$ cat src/core/ocp_defs.vh
`ifndef OCP_DEFS_VH
`define OCP_DEFS_VH

// ==========================================================================
// register offsets (4-bit register port address)
`define OCP_ADDR_W            4
`define OCP_DATA_W            8
`define OCP_OFS_CONTROL       4'h0
`define OCP_OFS_LEVEL_SEL     4'h1
`define OCP_OFS_STATUS        4'h2
`define OCP_OFS_TRIP_COUNT    4'h3
`define OCP_OFS_CUT_PERIODS   4'h4

// ==========================================================================
// protect_control fields
`define OCP_CTL_SW_REQUEST    0
`define OCP_CTL_SW_PAUSE_SEL  4
`define OCP_CTL_CBC_ENABLE    6
`define OCP_CTL_RESET         8'h00

// ==========================================================================
// gate_protect_level_select fields (phase a high side in bit 0)
`define OCP_LVL_A_HIGH        0
`define OCP_LVL_A_LOW         1
`define OCP_LVL_B_HIGH        2
`define OCP_LVL_B_LOW         3
`define OCP_LVL_C_HIGH        4
`define OCP_LVL_C_LOW         5
`define OCP_LVL_W             6
`define OCP_LVL_RESET         6'h00

// ==========================================================================
// protect_status fields
`define OCP_STS_FORCED        0
`define OCP_STS_CBC_CUT       1
`define OCP_STS_FAULT         2
`define OCP_STS_TRIP_NOW      3
`define OCP_STS_TRIP_SEEN     4
`define OCP_STS_FAULT_SEEN    5
`define OCP_CNT_RESET         8'h00
`define OCP_CNT_MAX           8'hff

`endif

$ cat src/core/gate_output_stage.v
`default_nettype none
`include "ocp_defs.vh"

// ==========================================================================
// registered six-gate output stage: pwm value or forced protection level
module gate_output_stage (
	input  wire                    clk_sys_i,
	input  wire                    rst_b_i,
	input  wire                    ce_i,
	input  wire                    force_i,
	input  wire [`OCP_LVL_W-1:0]   pwm_gate_i,
	input  wire [`OCP_LVL_W-1:0]   level_i,
	output reg  [`OCP_LVL_W-1:0]   gate_o
);

	// gates start low so the bridge is off until the first pwm value lands
	always @(posedge clk_sys_i or negedge rst_b_i) begin
		if (!rst_b_i) begin
			gate_o <= {`OCP_LVL_W{1'b0}};
		end else if (ce_i) begin
			gate_o <= force_i ? level_i : pwm_gate_i;
		end
	end

endmodule // gate_output_stage

`default_nettype wire

$ cat src/core/level_sync.v
`default_nettype none

// ==========================================================================
// two flip-flop synchroniser for an asynchronous level
module level_sync (
	input  wire clk_sys_i,
	input  wire rst_b_i,
	input  wire ce_i,
	input  wire async_i,
	output reg  sync_o
);

	reg meta;

	// first stage is read only by the second stage
	always @(posedge clk_sys_i or negedge rst_b_i) begin
		if (!rst_b_i) begin
			meta   <= 1'b0;
			sync_o <= 1'b0;
		end else if (ce_i) begin
			meta   <= async_i;
			sync_o <= meta;
		end
	end

endmodule // level_sync

`default_nettype wire

$ cat src/core/pwm_overcurrent_protection.v
// Decided for this implementation: the address-and-strobe port and the address map.
`default_nettype none
`include "ocp_defs.vh"

// Overview of operation
// control bit 6 enables cycle-by-cycle over current protection; resets to zero
// with cycle-by-cycle active, a current trip switches the pwm outputs off
// after a cycle-by-cycle cut, outputs return at the next pwm period start
// if the trip persists at restore, outputs go off again at once
// control bit 4 picks software protection mode: zero fault, one pause
// phase c low and high gate protected levels, zero low, one high
// phase b low and high gate protected levels, zero low, one high
// phase a low and high gate protected levels, zero low, one high
// level register bits 7 and 6 read zero; all bits reset to zero
// while protection holds, each gate takes its own selected level
module pwm_overcurrent_protection (
	input  wire                     clk_sys_i,
	input  wire                     rst_b_i,
	input  wire                     ce_i,
	// register port
	input  wire [`OCP_ADDR_W-1:0]   reg_addr_i,
	input  wire [`OCP_DATA_W-1:0]   reg_wdata_i,
	input  wire                     reg_wr_i,
	input  wire                     reg_rd_i,
	output reg  [`OCP_DATA_W-1:0]   reg_rdata_o,
	// pwm generator, same clock
	input  wire                     pwm_period_start_i,
	input  wire                     phase_a_high_pwm_i,
	input  wire                     phase_a_low_pwm_i,
	input  wire                     phase_b_high_pwm_i,
	input  wire                     phase_b_low_pwm_i,
	input  wire                     phase_c_high_pwm_i,
	input  wire                     phase_c_low_pwm_i,
	// current-sense comparator pin, asynchronous
	input  wire                     current_sense_trip_i,
	// gate driver pins
	output wire                     phase_a_high_gate_o,
	output wire                     phase_a_low_gate_o,
	output wire                     phase_b_high_gate_o,
	output wire                     phase_b_low_gate_o,
	output wire                     phase_c_high_gate_o,
	output wire                     phase_c_low_gate_o,
	output reg                      outputs_forced_o
);

	// ======================================================================
	// functions

	// saturating increment, shared by both event counters
	function [`OCP_DATA_W-1:0] sat_inc;
		input [`OCP_DATA_W-1:0] value;
		begin
			if (value == `OCP_CNT_MAX)
				sat_inc = value;
			else
				sat_inc = value + 8'h01;
		end
	endfunction

	// ======================================================================
	// declarations

	reg                       cycle_by_cycle_enable;
	reg                       sw_pause_fault_select;
	reg                       sw_protect_request;
	reg                       sw_request_d;
	reg  [`OCP_LVL_W-1:0]     gate_protect_level_select;
	reg                       cbc_cut;
	reg                       fault_latched;
	reg                       trip_seen;
	reg                       fault_seen;
	reg                       trip_d;
	reg  [`OCP_DATA_W-1:0]    trip_count;
	reg  [`OCP_DATA_W-1:0]    cut_periods;
	reg  [`OCP_DATA_W-1:0]    next_rdata;
	reg                       next_cbc_cut;

	wire                      trip_sync;
	wire                      wr_control;
	wire                      wr_level;
	wire                      wr_status;
	wire                      wr_trip_count;
	wire                      wr_cut_periods;
	wire                      trip_rise;
	wire                      sw_request_rise;
	wire                      sw_pause_active;
	wire                      force_gates;
	wire [`OCP_LVL_W-1:0]     pwm_gate;
	wire [`OCP_LVL_W-1:0]     gate_bus;
	wire [`OCP_DATA_W-1:0]    status_word;

	// ======================================================================
	// comparator input crossing

	// the comparator is asynchronous to the pwm clock; two stages cost
	// two cycles of reaction time but keep metastability off the gates
	level_sync u_trip_sync (
		.clk_sys_i (clk_sys_i),
		.rst_b_i   (rst_b_i),
		.ce_i      (ce_i),
		.async_i   (current_sense_trip_i),
		.sync_o    (trip_sync)
	);

	// ======================================================================
	// register write decode

	assign wr_control     = reg_wr_i && (reg_addr_i == `OCP_OFS_CONTROL);
	assign wr_level       = reg_wr_i && (reg_addr_i == `OCP_OFS_LEVEL_SEL);
	assign wr_status      = reg_wr_i && (reg_addr_i == `OCP_OFS_STATUS);
	assign wr_trip_count  = reg_wr_i && (reg_addr_i == `OCP_OFS_TRIP_COUNT);
	assign wr_cut_periods = reg_wr_i && (reg_addr_i == `OCP_OFS_CUT_PERIODS);

	// control register: mode bits and software request
	always @(posedge clk_sys_i or negedge rst_b_i) begin
		if (!rst_b_i) begin
			cycle_by_cycle_enable <= 1'b0;
			sw_pause_fault_select <= 1'b0;
			sw_protect_request    <= 1'b0;
		end else if (ce_i && wr_control) begin
			cycle_by_cycle_enable <= reg_wdata_i[`OCP_CTL_CBC_ENABLE];
			sw_pause_fault_select <= reg_wdata_i[`OCP_CTL_SW_PAUSE_SEL];
			sw_protect_request    <= reg_wdata_i[`OCP_CTL_SW_REQUEST];
		end
	end

	// protected level for each gate; upper two bits are not stored
	always @(posedge clk_sys_i or negedge rst_b_i) begin
		if (!rst_b_i) begin
			gate_protect_level_select <= `OCP_LVL_RESET;
		end else if (ce_i && wr_level) begin
			gate_protect_level_select[`OCP_LVL_C_LOW]  <= reg_wdata_i[`OCP_LVL_C_LOW];
			gate_protect_level_select[`OCP_LVL_C_HIGH] <= reg_wdata_i[`OCP_LVL_C_HIGH];
			gate_protect_level_select[`OCP_LVL_B_LOW]  <= reg_wdata_i[`OCP_LVL_B_LOW];
			gate_protect_level_select[`OCP_LVL_B_HIGH] <= reg_wdata_i[`OCP_LVL_B_HIGH];
			gate_protect_level_select[`OCP_LVL_A_LOW]  <= reg_wdata_i[`OCP_LVL_A_LOW];
			gate_protect_level_select[`OCP_LVL_A_HIGH] <= reg_wdata_i[`OCP_LVL_A_HIGH];
		end
	end

	// ======================================================================
	// cycle-by-cycle protection

	// a period start restores the outputs only if the trip has gone;
	// a trip still present at that edge keeps the cut with no gap
	always @* begin
		next_cbc_cut = cbc_cut;
		if (!cycle_by_cycle_enable) begin
			next_cbc_cut = 1'b0;
		end else if (trip_sync) begin
			next_cbc_cut = 1'b1;
		end else if (pwm_period_start_i) begin
			next_cbc_cut = 1'b0;
		end
	end

	// cut flag register
	always @(posedge clk_sys_i or negedge rst_b_i) begin
		if (!rst_b_i) begin
			cbc_cut <= 1'b0;
		end else if (ce_i) begin
			cbc_cut <= next_cbc_cut;
		end
	end

	// ======================================================================
	// software-triggered protection

	assign sw_request_rise = sw_protect_request && !sw_request_d;

	// pause mode follows the request bit; fault mode latches on it
	assign sw_pause_active = sw_protect_request && sw_pause_fault_select;

	// fault latch: set by a request edge in fault mode, released by
	// writing one to its status bit; a set in the same cycle wins
	always @(posedge clk_sys_i or negedge rst_b_i) begin
		if (!rst_b_i) begin
			sw_request_d  <= 1'b0;
			fault_latched <= 1'b0;
		end else if (ce_i) begin
			sw_request_d <= sw_protect_request;
			if (sw_request_rise && !sw_pause_fault_select) begin
				fault_latched <= 1'b1;
			end else if (wr_status && reg_wdata_i[`OCP_STS_FAULT]) begin
				fault_latched <= 1'b0;
			end
		end
	end

	// ======================================================================
	// event flags and counters

	assign trip_rise = trip_sync && !trip_d;

	// sticky flags clear on write one; a new event beats the clear
	always @(posedge clk_sys_i or negedge rst_b_i) begin
		if (!rst_b_i) begin
			trip_d     <= 1'b0;
			trip_seen  <= 1'b0;
			fault_seen <= 1'b0;
		end else if (ce_i) begin
			trip_d <= trip_sync;
			if (trip_rise) begin
				trip_seen <= 1'b1;
			end else if (wr_status && reg_wdata_i[`OCP_STS_TRIP_SEEN]) begin
				trip_seen <= 1'b0;
			end
			if (sw_request_rise && !sw_pause_fault_select) begin
				fault_seen <= 1'b1;
			end else if (wr_status && reg_wdata_i[`OCP_STS_FAULT_SEEN]) begin
				fault_seen <= 1'b0;
			end
		end
	end

	// counters saturate rather than wrap so a flood of trips stays visible
	always @(posedge clk_sys_i or negedge rst_b_i) begin
		if (!rst_b_i) begin
			trip_count  <= `OCP_CNT_RESET;
			cut_periods <= `OCP_CNT_RESET;
		end else if (ce_i) begin
			if (trip_rise) begin
				trip_count <= sat_inc(trip_count);
			end else if (wr_trip_count) begin
				trip_count <= `OCP_CNT_RESET;
			end
			if (pwm_period_start_i && cbc_cut && next_cbc_cut) begin
				cut_periods <= sat_inc(cut_periods);
			end else if (wr_cut_periods) begin
				cut_periods <= `OCP_CNT_RESET;
			end
		end
	end

	// ======================================================================
	// gate forcing

	// every protection source forces the same per-gate levels
	assign force_gates = cbc_cut || fault_latched || sw_pause_active;

	assign pwm_gate[`OCP_LVL_A_HIGH] = phase_a_high_pwm_i;
	assign pwm_gate[`OCP_LVL_A_LOW]  = phase_a_low_pwm_i;
	assign pwm_gate[`OCP_LVL_B_HIGH] = phase_b_high_pwm_i;
	assign pwm_gate[`OCP_LVL_B_LOW]  = phase_b_low_pwm_i;
	assign pwm_gate[`OCP_LVL_C_HIGH] = phase_c_high_pwm_i;
	assign pwm_gate[`OCP_LVL_C_LOW]  = phase_c_low_pwm_i;

	// gate pins are registered inside the stage
	gate_output_stage u_gates (
		.clk_sys_i  (clk_sys_i),
		.rst_b_i    (rst_b_i),
		.ce_i       (ce_i),
		.force_i    (force_gates),
		.pwm_gate_i (pwm_gate),
		.level_i    (gate_protect_level_select),
		.gate_o     (gate_bus)
	);

	assign phase_a_high_gate_o = gate_bus[`OCP_LVL_A_HIGH];
	assign phase_a_low_gate_o  = gate_bus[`OCP_LVL_A_LOW];
	assign phase_b_high_gate_o = gate_bus[`OCP_LVL_B_HIGH];
	assign phase_b_low_gate_o  = gate_bus[`OCP_LVL_B_LOW];
	assign phase_c_high_gate_o = gate_bus[`OCP_LVL_C_HIGH];
	assign phase_c_low_gate_o  = gate_bus[`OCP_LVL_C_LOW];

	// forced indication lines up with the gate pins
	always @(posedge clk_sys_i or negedge rst_b_i) begin
		if (!rst_b_i) begin
			outputs_forced_o <= 1'b0;
		end else if (ce_i) begin
			outputs_forced_o <= force_gates;
		end
	end

	// ======================================================================
	// register read

	assign status_word = {2'b00,
	                      fault_seen,
	                      trip_seen,
	                      trip_sync,
	                      fault_latched,
	                      cbc_cut,
	                      outputs_forced_o};

	// read data only in the cycle after the strobe; unmapped reads zero
	always @* begin
		next_rdata = 8'h00;
		if (reg_rd_i) begin
			case (reg_addr_i)
				`OCP_OFS_CONTROL: begin
					next_rdata[`OCP_CTL_CBC_ENABLE]   = cycle_by_cycle_enable;
					next_rdata[`OCP_CTL_SW_PAUSE_SEL] = sw_pause_fault_select;
					next_rdata[`OCP_CTL_SW_REQUEST]   = sw_protect_request;
				end
				`OCP_OFS_LEVEL_SEL: begin
					next_rdata = {2'b00, gate_protect_level_select};
				end
				`OCP_OFS_STATUS: begin
					next_rdata = status_word;
				end
				`OCP_OFS_TRIP_COUNT: begin
					next_rdata = trip_count;
				end
				`OCP_OFS_CUT_PERIODS: begin
					next_rdata = cut_periods;
				end
				default: begin
					next_rdata = 8'h00;
				end
			endcase
		end
	end

	// read data register
	always @(posedge clk_sys_i or negedge rst_b_i) begin
		if (!rst_b_i) begin
			reg_rdata_o <= 8'h00;
		end else if (ce_i) begin
			reg_rdata_o <= next_rdata;
		end
	end

endmodule // pwm_overcurrent_protection

`default_nettype wire

$ cat config.mk
export PLATFORM = sky130hd
export DESIGN_NAME = pwm_overcurrent_protection
export DESIGN_NICKNAME = d
export VERILOG_FILES = /design/src/core/gate_output_stage.v /design/src/core/level_sync.v /design/src/core/pwm_overcurrent_protection.v
export VERILOG_INCLUDE_DIRS = /design/src /design/src/core
export SDC_FILE = /design/constraint.sdc
export NUM_CORES = 1
export LEC_CHECK = 0
export BUFFER_PORTS_ARGS = -buffer_cell sky130_fd_sc_hd__buf_2
export CORE_MARGIN = 2
export CORE_UTILIZATION = 40
export DETAILED_ROUTE_END_ITERATION = 8
export HOLD_SLACK_MARGIN = 0.08
export PLACE_DENSITY = 0.71
export SYNTH_ARGS = -nofsm -noshare
export SYNTH_HDL_FRONTEND = slang
export SYNTH_HIERARCHICAL = 1
export SYNTH_SLANG_ARGS = --single-unit
$ cat constraint.sdc
create_clock -name clk_sys_i -period 4.5 [get_ports clk_sys_i]
set_clock_uncertainty 0.05 [all_clocks]
set_input_delay 0 -clock clk_sys_i [delete_from_list [all_inputs] [get_ports clk_sys_i]]
set_output_delay 0 -clock clk_sys_i [all_outputs]
set_load 0.01 [all_outputs]
==> results.json, run 1 <==
{
  "min_to": "cut_periods[6]$_DFFE_PN0P_",
  "setup_viol": 0,
  "syn2layout_area_growth_pct": 22.4,
  "start_util": 0.409,
  "cts_made_buffers": 5,
  "holdWs_ps": 132,
  "cts.clk_slew.worst_paths_ps": 90,
  "synth-edff-count": 0,
  "vias_per_cell": 5.79,
  "totalPowerFinal_uw": 1160,
  "cp_max_fo": 7,
  "slew_violations": 0,
  "fp.dieW_microns": 81.3,
  "vias": 2057,
  "dpl_cell_area_sq_mm": 0.00263,
  "postCtsResizedCells": 0,
  "finalHoldViolCount": 0,
  "gp_congestion": 0.828,
  "slowest_stage": "dfrtp_1",
  "synth_async_sr_flop_share": 1.00,
  "cp_top_family": "simple AND/OR/NAND/NOR gates",
  "rsz0062_at_grt": "no",
  "critPathKind": "flop to flop",
  "dpl.hpwl_microns": 4040,
  "max_freq_mhz": 514,
  "drt-initial-drc-count": 175,
  "row_count": 28,
  "root_buffer": "clkbuf_8",
  "min_from": "reg_wr_i",
  "dr.pass1.iters": 5,
  "die_y_microns": 81.3,
  "antenna_left": 0,
  "seq_area_frac_synth": 0.502,
  "clk_latency_ps": 300,
  "io_buffers": 38,
  "startpoint_type": "flop",
  "crit-reg2reg-launch": "trip_count[0]$_DFFE_PN0P_",
  "post_route_cells_drive_above_1_share": 0.200,
  "worst-path-buf-inv": 0,
  "synthFlopType": "dfrtp_1",
  "postCtsSetupRepairBufs": 0,
  "relSlewSlack": 0.288,
  "cp.depth": 6,
  "ir_drop_mv": 0.221,
  "antennaDiodeCount": 0,
  "period_needed_ps": 1950,
  "ys_ff_latch": 48,
  "syn_nets": 252,
  "htree_num_levels": 2,
  "final_cell_area_sq_mm": 0.00293,
  "ctsLongestPathBuffers": 2,
  "crit_required_ps": 4680,
  "setup_slack_ps": 2550,
  "tightest_slew_ps": 1070,
  "max_stage_delay_ps": 470,
  "pre_cts_ws_ps": 2610,
  "grt_max_degree": 49,
  "layout.nets": 306,
  "holdCritPathClass": "input port to flop",
  "min_delay_path_depth": 4,
  "grt-ovfl-total": 0,
  "grt_pass1_vias": 2000,
  "antenna_found_initial": 0,
  "cts_hold_buf": 17,
  "synth_area_sq_mm": 0.00239,
  "p_leak_uw": 0.00138,
  "r2r_end": "trip_count[5]$_DFFE_PN0P_",
  "core_area_sq_mm": 0.00585,
  "tritoncts": "built",
  "yosys_warnings": 6,
  "powerDensity_mw_per_mm2": 396,
  "die-area_sq_mm": 0.00661,
  "worstPathArrival_ps": 2130,
  "min_period_over_period": 0.432,
  "wl_microns": 5880,
  "grtUsageTotal": 0.200,
  "syn_area_per_cell_sq_um": 10.6,
  "synthDistinctLibCells": 48,
  "path_cells": "ha_1, nand3_1, o31a_1, nand2_1, or3_1, a21oi_1",
  "drc": 0,
  "cts.sinks": 48,
  "regToRegSetupSlack_ps": 2550,
  "io_pins": 40,
  "reg2regPathDepth": 6,
  "run_status": "completed",
  "setup_tns_ps": 0,
  "cp-end-kind": "flop",
  "cap_violations": 0,
  "grt_pass1_wl_microns": 10100,
  "synth_cells": 225,
  "route.detailed.wl_per_inst_microns": 16.6
}
[cells by family after synthesis]
logic type      synth area share
fa+ha+maj                 0.0105
xor+xnor                  0.0147
simple gates               0.188
mux                       0.0858
flops                      0.502
buf+inv                   0.0230
compound gates             0.175
[report_power, final]
part	leakage (uW)	internal, uW	switching [uW]
Sequential	0.000611	508	96.5
Clock	0.0000645	196	143
Combinational	0.000700	108	109
Total	0.00138	812	349
[how the worst max path moves through the flow]
| stage | from | endpoint | slack, ps |
|---|---|---|---|
| global route | trip_count[0]$_DFFE_PN0P_ | trip_count[5]$_DFFE_PN0P_ | 2450 |
| floorplan | trip_count[0]$_DFFE_PN0P_ | trip_count[5]$_DFFE_PN0P_ | 2820 |
| detailed placement | trip_count[0]$_DFFE_PN0P_ | trip_count[5]$_DFFE_PN0P_ | 2610 |
| global placement | trip_count[0]$_DFFE_PN0P_ | trip_count[5]$_DFFE_PN0P_ | 2640 |
| finish | trip_count[0]$_DFFE_PN0P_ | trip_count[5]$_DFFE_PN0P_ | 2550 |
| CTS | trip_count[0]$_DFFE_PN0P_ | trip_count[5]$_DFFE_PN0P_ | 2600 |
[cell usage in the layout, fill, tap and decap left out, drive strengths merged, types with 7 or more instances in the layout]
cell type	count
mux2	12
buf	38
o21ai	8
clkbuf	7
dlygate4sd3	17
a21o	11
dfrtp	48
nand3	10
a21oi	16
nor2	20
mux2i	7
a222oi	7
nand2	23
[cell type report]
class | count | area (sq um)
clock inverter | 1 | 30.0
fill | 505 | 2920
timing repair buffer | 55 | 360
multi-input combinational | 166 | 1130
sequential | 48 | 1200
clock buffer | 7 | 96.3
inverter | 3 | 11.3
tap | 75 | 93.8
[Yosys cell counts (2+ instances only)]
cell       number  share of area
and4_1          2         0.0073
ha_1            2          0.010
mux2_2          4          0.019
nand3_1         9          0.019
a222oi_1        7          0.029
o2bb2ai_1       2         0.0073
a21oi_1        15          0.031
or3_1           2         0.0052
nand2_1        23          0.036
nor3_1          3         0.0063
a21o_1         11          0.035
a31oi_1         4          0.010
o21ai_0         2         0.0042
inv_1           2         0.0031
dfrtp_1        48           0.50
nor4b_2         2          0.013
and3_1          4          0.010
nor4_1          3         0.0079
xnor2_1         2         0.0073
nor3b_1         2         0.0063
a22oi_1         3         0.0094
clkbuf_1        4         0.0063
buf_2           2         0.0042
mux2i_1         7          0.029
o21ai_1         6          0.013
xor2_1          2         0.0073
nor2b_1         2         0.0052
mux2_1          8          0.038
nor2_1         20          0.031
nand4_1         4          0.010
[routing by layer]
layer | GRT usage | share of wire | vias up
met5 | 0 | 0 | -
met4 | 0.0712 | 0.013 | 0
met3 | 0.0400 | 0.047 | 8
met2 | 0.332 | 0.51 | 82
met1 | 0.261 | 0.43 | 1010
li1 | - | - | 957
[worst register-to-register path: stages, from the launching register on]
cell     delay, ps
dfrtp_1        470
ha_1           260
nand3_1        180
o31a_1         230
nand2_1        170
or3_1          380
a21oi_1        140
[sequential cells by signal, indices dropped and copies added, names as in the netlist]
register	flops
cut_periods	8
reg_rdata_o	8
trip_count	8
gate_protect_level_select	6
u_gates/gate_o	6
cbc_cut	1
cycle_by_cycle_enable	1
fault_latched	1
fault_seen	1
outputs_forced_o	1
sw_pause_fault_select	1
sw_protect_request	1
sw_request_d	1
trip_d	1
trip_seen	1
u_trip_sync/meta	1
u_trip_sync/sync_o	1
[stage by stage]
stage                     instances  utilization
after CTS                       355        0.500
after global routing            355        0.500
after global placement          330        0.450
after floorplan                 225            -
final                           355        0.500
after detailed placement        330        0.450
(Power assumes the default switching activity.)
==> inputs of run 2 (changes only) <==
Settings changed: ABC_AREA from default to 1, PLACE_DENSITY 0.71 to 0.73.
Clock period 4.5 ns to 1.65 ns, I/O delays scaled along.
==> run 2 against run 1 <==
Utilization rose by 0.32 points. Clock-buffer cell count fell by 2. Largest power group unchanged. Via count increased by 19%. Setup slack worse by 2400 ps. Hold slack lost 31 ps. Clock power up 99%. Power grew 130%.
==> results.json, run 2 <==
{
  "start_util": 0.418,
  "crit_required_ps": 1780,
  "cts.sinks": 48,
  "antenna_left": 0,
  "io_buffers": 38,
  "core_area_sq_mm": 0.00642,
  "startpoint_type": "flop",
  "fp.dieW_microns": 86.0,
  "vias": 2443,
  "synthFlopType": "dfrtp_1",
  "totalPowerFinal_uw": 2680,
  "ys_ff_latch": 48,
  "top_regs": "cut_periods x8, reg_rdata_o x8, trip_count x8",
  "p_leak_uw": 0.00166,
  "synth_async_sr_flop_share": 1.00,
  "tritoncts": "built",
  "clk_latency_ps": 300,
  "dpl_cell_area_sq_mm": 0.00296,
  "grtUsageTotal": 0.181,
  "powerDensity_mw_per_mm2": 828,
  "die-area_sq_mm": 0.00739,
  "ctsLongestPathBuffers": 2,
  "num-fill-cells": 610,
  "gp_congestion": 0.854,
  "post_route_cells_drive_above_1_share": 0.192,
  "io_pins": 40,
  "yosys_warnings": 6,
  "critPathKind": "flop to flop",
  "cp-end-kind": "flop",
  "cp_max_fo": 16,
  "drt-initial-drc-count": 115,
  "antenna_found_initial": 0,
  "reg2regPathDepth": 6,
  "syn_nets": 387,
  "synth_cells": 360,
  "max_freq_mhz": 660,
  "layout.nets": 448,
  "stdcell_count": 498,
  "antennaDiodeCount": 0,
  "final_common_cell": "nand2_1",
  "root_buffer": "clkbuf_8",
  "grt-ovfl-total": 0,
  "die_y_microns": 86.0,
  "synth.most_common_cell": "nand2_1",
  "syn2layout_area_growth_pct": 20.4,
  "worstPathArrival_ps": 1640,
  "netlist.area_leader.share": 0.447,
  "syn_area_per_cell_sq_um": 7.46,
  "min_period_over_period": 0.919,
  "rsz0062_at_grt": "yes",
  "row_count": 29,
  "cts.clk_slew.worst_paths_ps": 90,
  "route.detailed.wl_per_inst_microns": 12.5,
  "finalHoldViolCount": 0,
  "seq_area_frac_synth": 0.447,
  "grt_pass1_wl_microns": 10700,
  "cts_made_buffers": 5,
  "relSlewSlack": 0.680,
  "dp.cells": 473,
  "ir_drop_mv": 0.313,
  "holdCritPathClass": "input port to flop",
  "vias_per_cell": 4.91,
  "wl_microns": 6210,
  "grt_pass1_vias": 2371,
  "setup_viol": 0,
  "min_delay_path_depth": 6,
  "cap_violations": 0,
  "drc": 0,
  "utilization": 0.504,
  "yosys-top-cells-count": "nand2_1, nand3_1, dfrtp_1, inv_1, o21ai_0",
  "synth_area_leader_cell": "dfrtp_1",
  "dr.pass1.iters": 4,
  "slew_violations": 0,
  "mostFrequentLayoutCells": "nand2_1, nand3_1, dfrtp_1",
  "synthDistinctLibCells": 27,
  "pre_cts_ws_ps": 66.9,
  "synthTopCellsByArea": "dfrtp_1, nand2_1, nand3_1",
  "synth_area_sq_mm": 0.00269,
  "setup_slack_ps": 134,
  "synth-edff-count": 0,
  "htree_num_levels": 2,
  "grt_max_degree": 30,
  "run_status": "completed",
  "period_needed_ps": 1520,
  "final_cell_area_sq_mm": 0.00323,
  "dpl.hpwl_microns": 4580,
  "tightest_slew_ps": 480
}
## run 2: changes by cell type after synthesis, sizes merged, moves of 7 or more
cell and change:
a222oi -7, o21ai +37, mux2i -7, nand3 +41, inv +45, a21oi -15
a21o -11, nand2 +107, mux2 -12
## run 2: power breakdown
group	total (uW)	internal, uW	leakage (uW)	switching, uW
registers	1440	1320	0.000631	112
logic	568	221	0.000985	347
clock network	673	287	0.0000400	386
## run 2: critical path, cell delays in order, from the launching register on
cell and delay [ps]:
dfrtp_1 420, ha_1 180, nand2_1 90, nor2_2 180, nand3_1 140, nand2_4 200, o21ai_0 120
## run 2: metrics by stage
step	hold WS (ps)	TNS (ps)
global placement	-58.0	0
global route	162	-11.4
detailed placement	-57.8	0
CTS	101	0
finish	100	0
floorplan	-346	0
## run 2: layer usage
metal	wire length, microns	vias to the layer above	track usage	share of wire
met2	2840	57	0.287	0.46
met3	351	10	0.0375	0.057
met4	107	0	0.0563	0.017
met5	0	-	0	0
met1	2900	1106	0.249	0.47
li1	-	1270	-	-
## run 2: logic make-up (layout without fill, tap and decap cells)
logic type / count (synthesis) / in the layout / synth area share
adders and majority gates: 2 / 2 / 0.00931
DFF: 48 / 48 / 0.447
and+or+nand+nor: 204 / 204 / 0.334
buffers and inverters: 55 / 116 / 0.0894
AOI/OAI and AO/OA: 51 / 51 / 0.120
## run 2: what timing repair did
item	CTS	global route
setup endpoints to repair	0	16
buffers inserted	0	0
gates resized for setup	0	2
hold buffers	18	0
endpoints found under the hold margin	73	0
## run 2: layout make-up
cell class	count	area (sq um)	share of cell area
tap	77	96.3	0.0298
multi-input combinational	257	1260	0.389
clock inverter	2	12.5	0.00387
timing repair buffer	60	413	0.128
sequential	48	1200	0.371
clock buffer	5	68.8	0.0213
inverter	49	184	0.0569
## run 2: path summary, 6_finish.rpt
| kind | start | endpoint | slack, ps |
|---|---|---|---|
| setup / recovery | trip_count[1]$_DFFE_PN0P_ | trip_count[5]$_DFFE_PN0P_ | 130 |
| hold / removal | reg_addr_i[2] | cycle_by_cycle_enable$_DFFE_PN0P_ | 100 |
| setup reg to reg | trip_count[1]$_DFFE_PN0P_ | trip_count[5]$_DFFE_PN0P_ | 130 |
| hold reg to reg | sw_request_d$_DFFE_PN0P_ | sw_request_d$_DFFE_PN0P_ | 430 |
| max in group asynchronous | rst_b_i | reg_rdata_o[0]$_DFFE_PN0P_ | 900 |
| min in group asynchronous | rst_b_i | fault_seen$_DFFE_PN0P_ | 130 |
==> inputs of run 3 (changes only) <==
Clock period 1.65 ns to 1.3 ns, I/O delays scaled along.
==> run 3 against run 2 <==
The run now ends with setup timing left. Critical endpoint is now cut_periods[2]$_DFFE_PN0P_. Maximum frequency rose by 12%. Critical path depth is 3 higher. Clock-buffer cell count unchanged. Combinational power grew 50%. First-iteration DRC count up 68%. Sequential power rose by 24%. Global-route usage rose by 1.8 points. Sequential share of layout area shrank 4.6 points.
==> results.json, run 3 (synthesized netlist as in run 2, its figures left out) <==
{
  "dr.pass1.iters": 5,
  "syn2layout_area_growth_pct": 37.2,
  "post_route_cells_drive_above_1_share": 0.290,
  "final_common_cell": "nand2_1",
  "row_count": 29,
  "cts.clk_slew.worst_paths_ps": 90,
  "grtUsageMet1": 0.259,
  "startpoint_type": "flop",
  "layout.nets": 485,
  "crit_required_ps": 1500,
  "holdCritPathClass": "input port to flop",
  "wl_microns": 7090,
  "mostFrequentLayoutCells": "nand2_1, nand3_1, dfrtp_1",
  "busiest_layer": "met2",
  "holdWs_ps": 103,
  "htree_num_levels": 2,
  "dpl.hpwl_microns": 4710,
  "cp-end-kind": "flop",
  "slew_violations": 0,
  "grt-ovfl-total": 0,
  "setup_tns_ps": -253,
  "rsz0062_at_grt": "yes",
  "cp_max_fo": 8,
  "period_needed_ps": 1350,
  "powerDensity_mw_per_mm2": 1020,
  "tritoncts": "built",
  "grt_max_degree": 49,
  "antenna_found_initial": 0,
  "violations": "setup timing",
  "start_util": 0.418,
  "setup_slack_ps": -52.9,
  "pre_cts_ws_ps": -100,
  "min_period_over_period": 1.04,
  "vias": 2675,
  "antennaDiodeCount": 0,
  "io_pins": 40,
  "tightest_slew_ps": 388,
  "io_buffers": 38,
  "worstPathArrival_ps": 1550,
  "run_status": "complete, but fails checks",
  "root_buffer": "clkbuf_8",
  "critPathKind": "flop to flop",
  "finalHoldViolCount": 0,
  "ctsLongestPathBuffers": 2,
  "core_area_sq_mm": 0.00642,
  "antenna_left": 0,
  "relSlewSlack": 0.740,
  "vias_per_cell": 4.99,
  "top_regs": "cut_periods x8, reg_rdata_o x8, trip_count x8",
  "gp_congestion": 0.808,
  "cts.sinks": 48,
  "route.detailed.wl_per_inst_microns": 13.2,
  "drt-initial-drc-count": 193,
  "grtUsageTotal": 0.199,
  "max_freq_mhz": 739,
  "die-area_sq_mm": 0.00739,
  "ir_drop_mv": 0.443,
  "grt_pass1_wl_microns": 11800,
  "setup_viol": 8,
  "cts_made_buffers": 5,
  "clk_latency_ps": 310,
  "grt_use_met2": 0.338,
  "grt_pass1_vias": 2589,
  "cap_violations": 0,
  "num-fill-cells": 590,
  "die_y_microns": 86.0,
  "drc": 0,
  "fp.dieW_microns": 86.0,
  "grtUsageMet3": 0.0346,
  "p_leak_uw": 0.00186
}
[run 3: area by class of cell]
| type | count | area (sq um) | area share |
|---|---|---|---|
| Sequential cell | 48 | 1200 | 0.326 |
| Inverter | 49 | 186 | 0.0506 |
| Clock buffer | 5 | 68.8 | 0.0187 |
| Tap cell | 77 | 96.3 | 0.0261 |
| Timing Repair Buffer | 95 | 696 | 0.189 |
| Clock inverter | 3 | 46.3 | 0.0126 |
| Multi-Input combinational cell | 259 | 1390 | 0.377 |
[run 3: critical path, cell delays in order, from the launching register on]
cell     delay, ps
dfrtp_1        400
ha_4           160
nand2_4         60
nor2_4         120
nand2_2         90
inv_4           80
nand2_8         70
nand2_8        110
nand2_1         70
o21ai_2         60
[run 3: what timing repair did]
| item | in CTS | in global routing |
|---|---|---|
| setup buffers | 2 | 3 |
| pin swaps | 2 | 5 |
| endpoints found under the hold margin | 78 | 0 |
| hold buffers | 23 | 0 |
| cloned | 2 | 0 |
| setup endpoints to repair | 16 | 17 |
| gates resized for setup | 13 | 18 |
[run 3: final timing paths]
| check | to | depth (start not counted) | startpoint | slack (ps) |
|---|---|---|---|---|
| worst max-delay path | cut_periods[2]$_DFFE_PN0P_ | 9 | cut_periods[1]$_DFFE_PN0P_ | -50 |
| worst min-delay path | outputs_forced_o$_DFFE_PN0P_ | 3 | ce_i | 100 |
| worst max register to register | cut_periods[2]$_DFFE_PN0P_ | 9 | cut_periods[1]$_DFFE_PN0P_ | -50 |
| worst min register to register | reg_rdata_o[2]$_DFFE_PN0P_ | 2 | reg_rdata_o[2]$_DFFE_PN0P_ | 430 |
| max in group asynchronous | fault_seen$_DFFE_PN0P_ | 3 | rst_b_i | 840 |
| min in group asynchronous | trip_count[5]$_DFFE_PN0P_ | 3 | rst_b_i | 150 |
[run 3: power by group]
group	internal, uW	total [uW]	switching, uW
clock	580	1120	540
combinational	365	850	486
sequential	1680	1790	114
total	2630	3760	1140
[run 3: metal layers]
layer	wire, microns	vias to the layer above
met3	375	9
li1	-	1345
met1	3100	1243
met5	0	-
met4	92	0
met2	3520	78
[run 3: per-stage QoR]
stage	total power (uW)	util	instance area [sq um]	std cells
global placement	2570	0.493	3160	498
floorplan	2240	-	2700	360
CTS	3780	0.560	3590	533
detailed placement	2590	0.493	3160	498
finish	3760	0.574	3690	536
global route	3980	0.574	3690	536
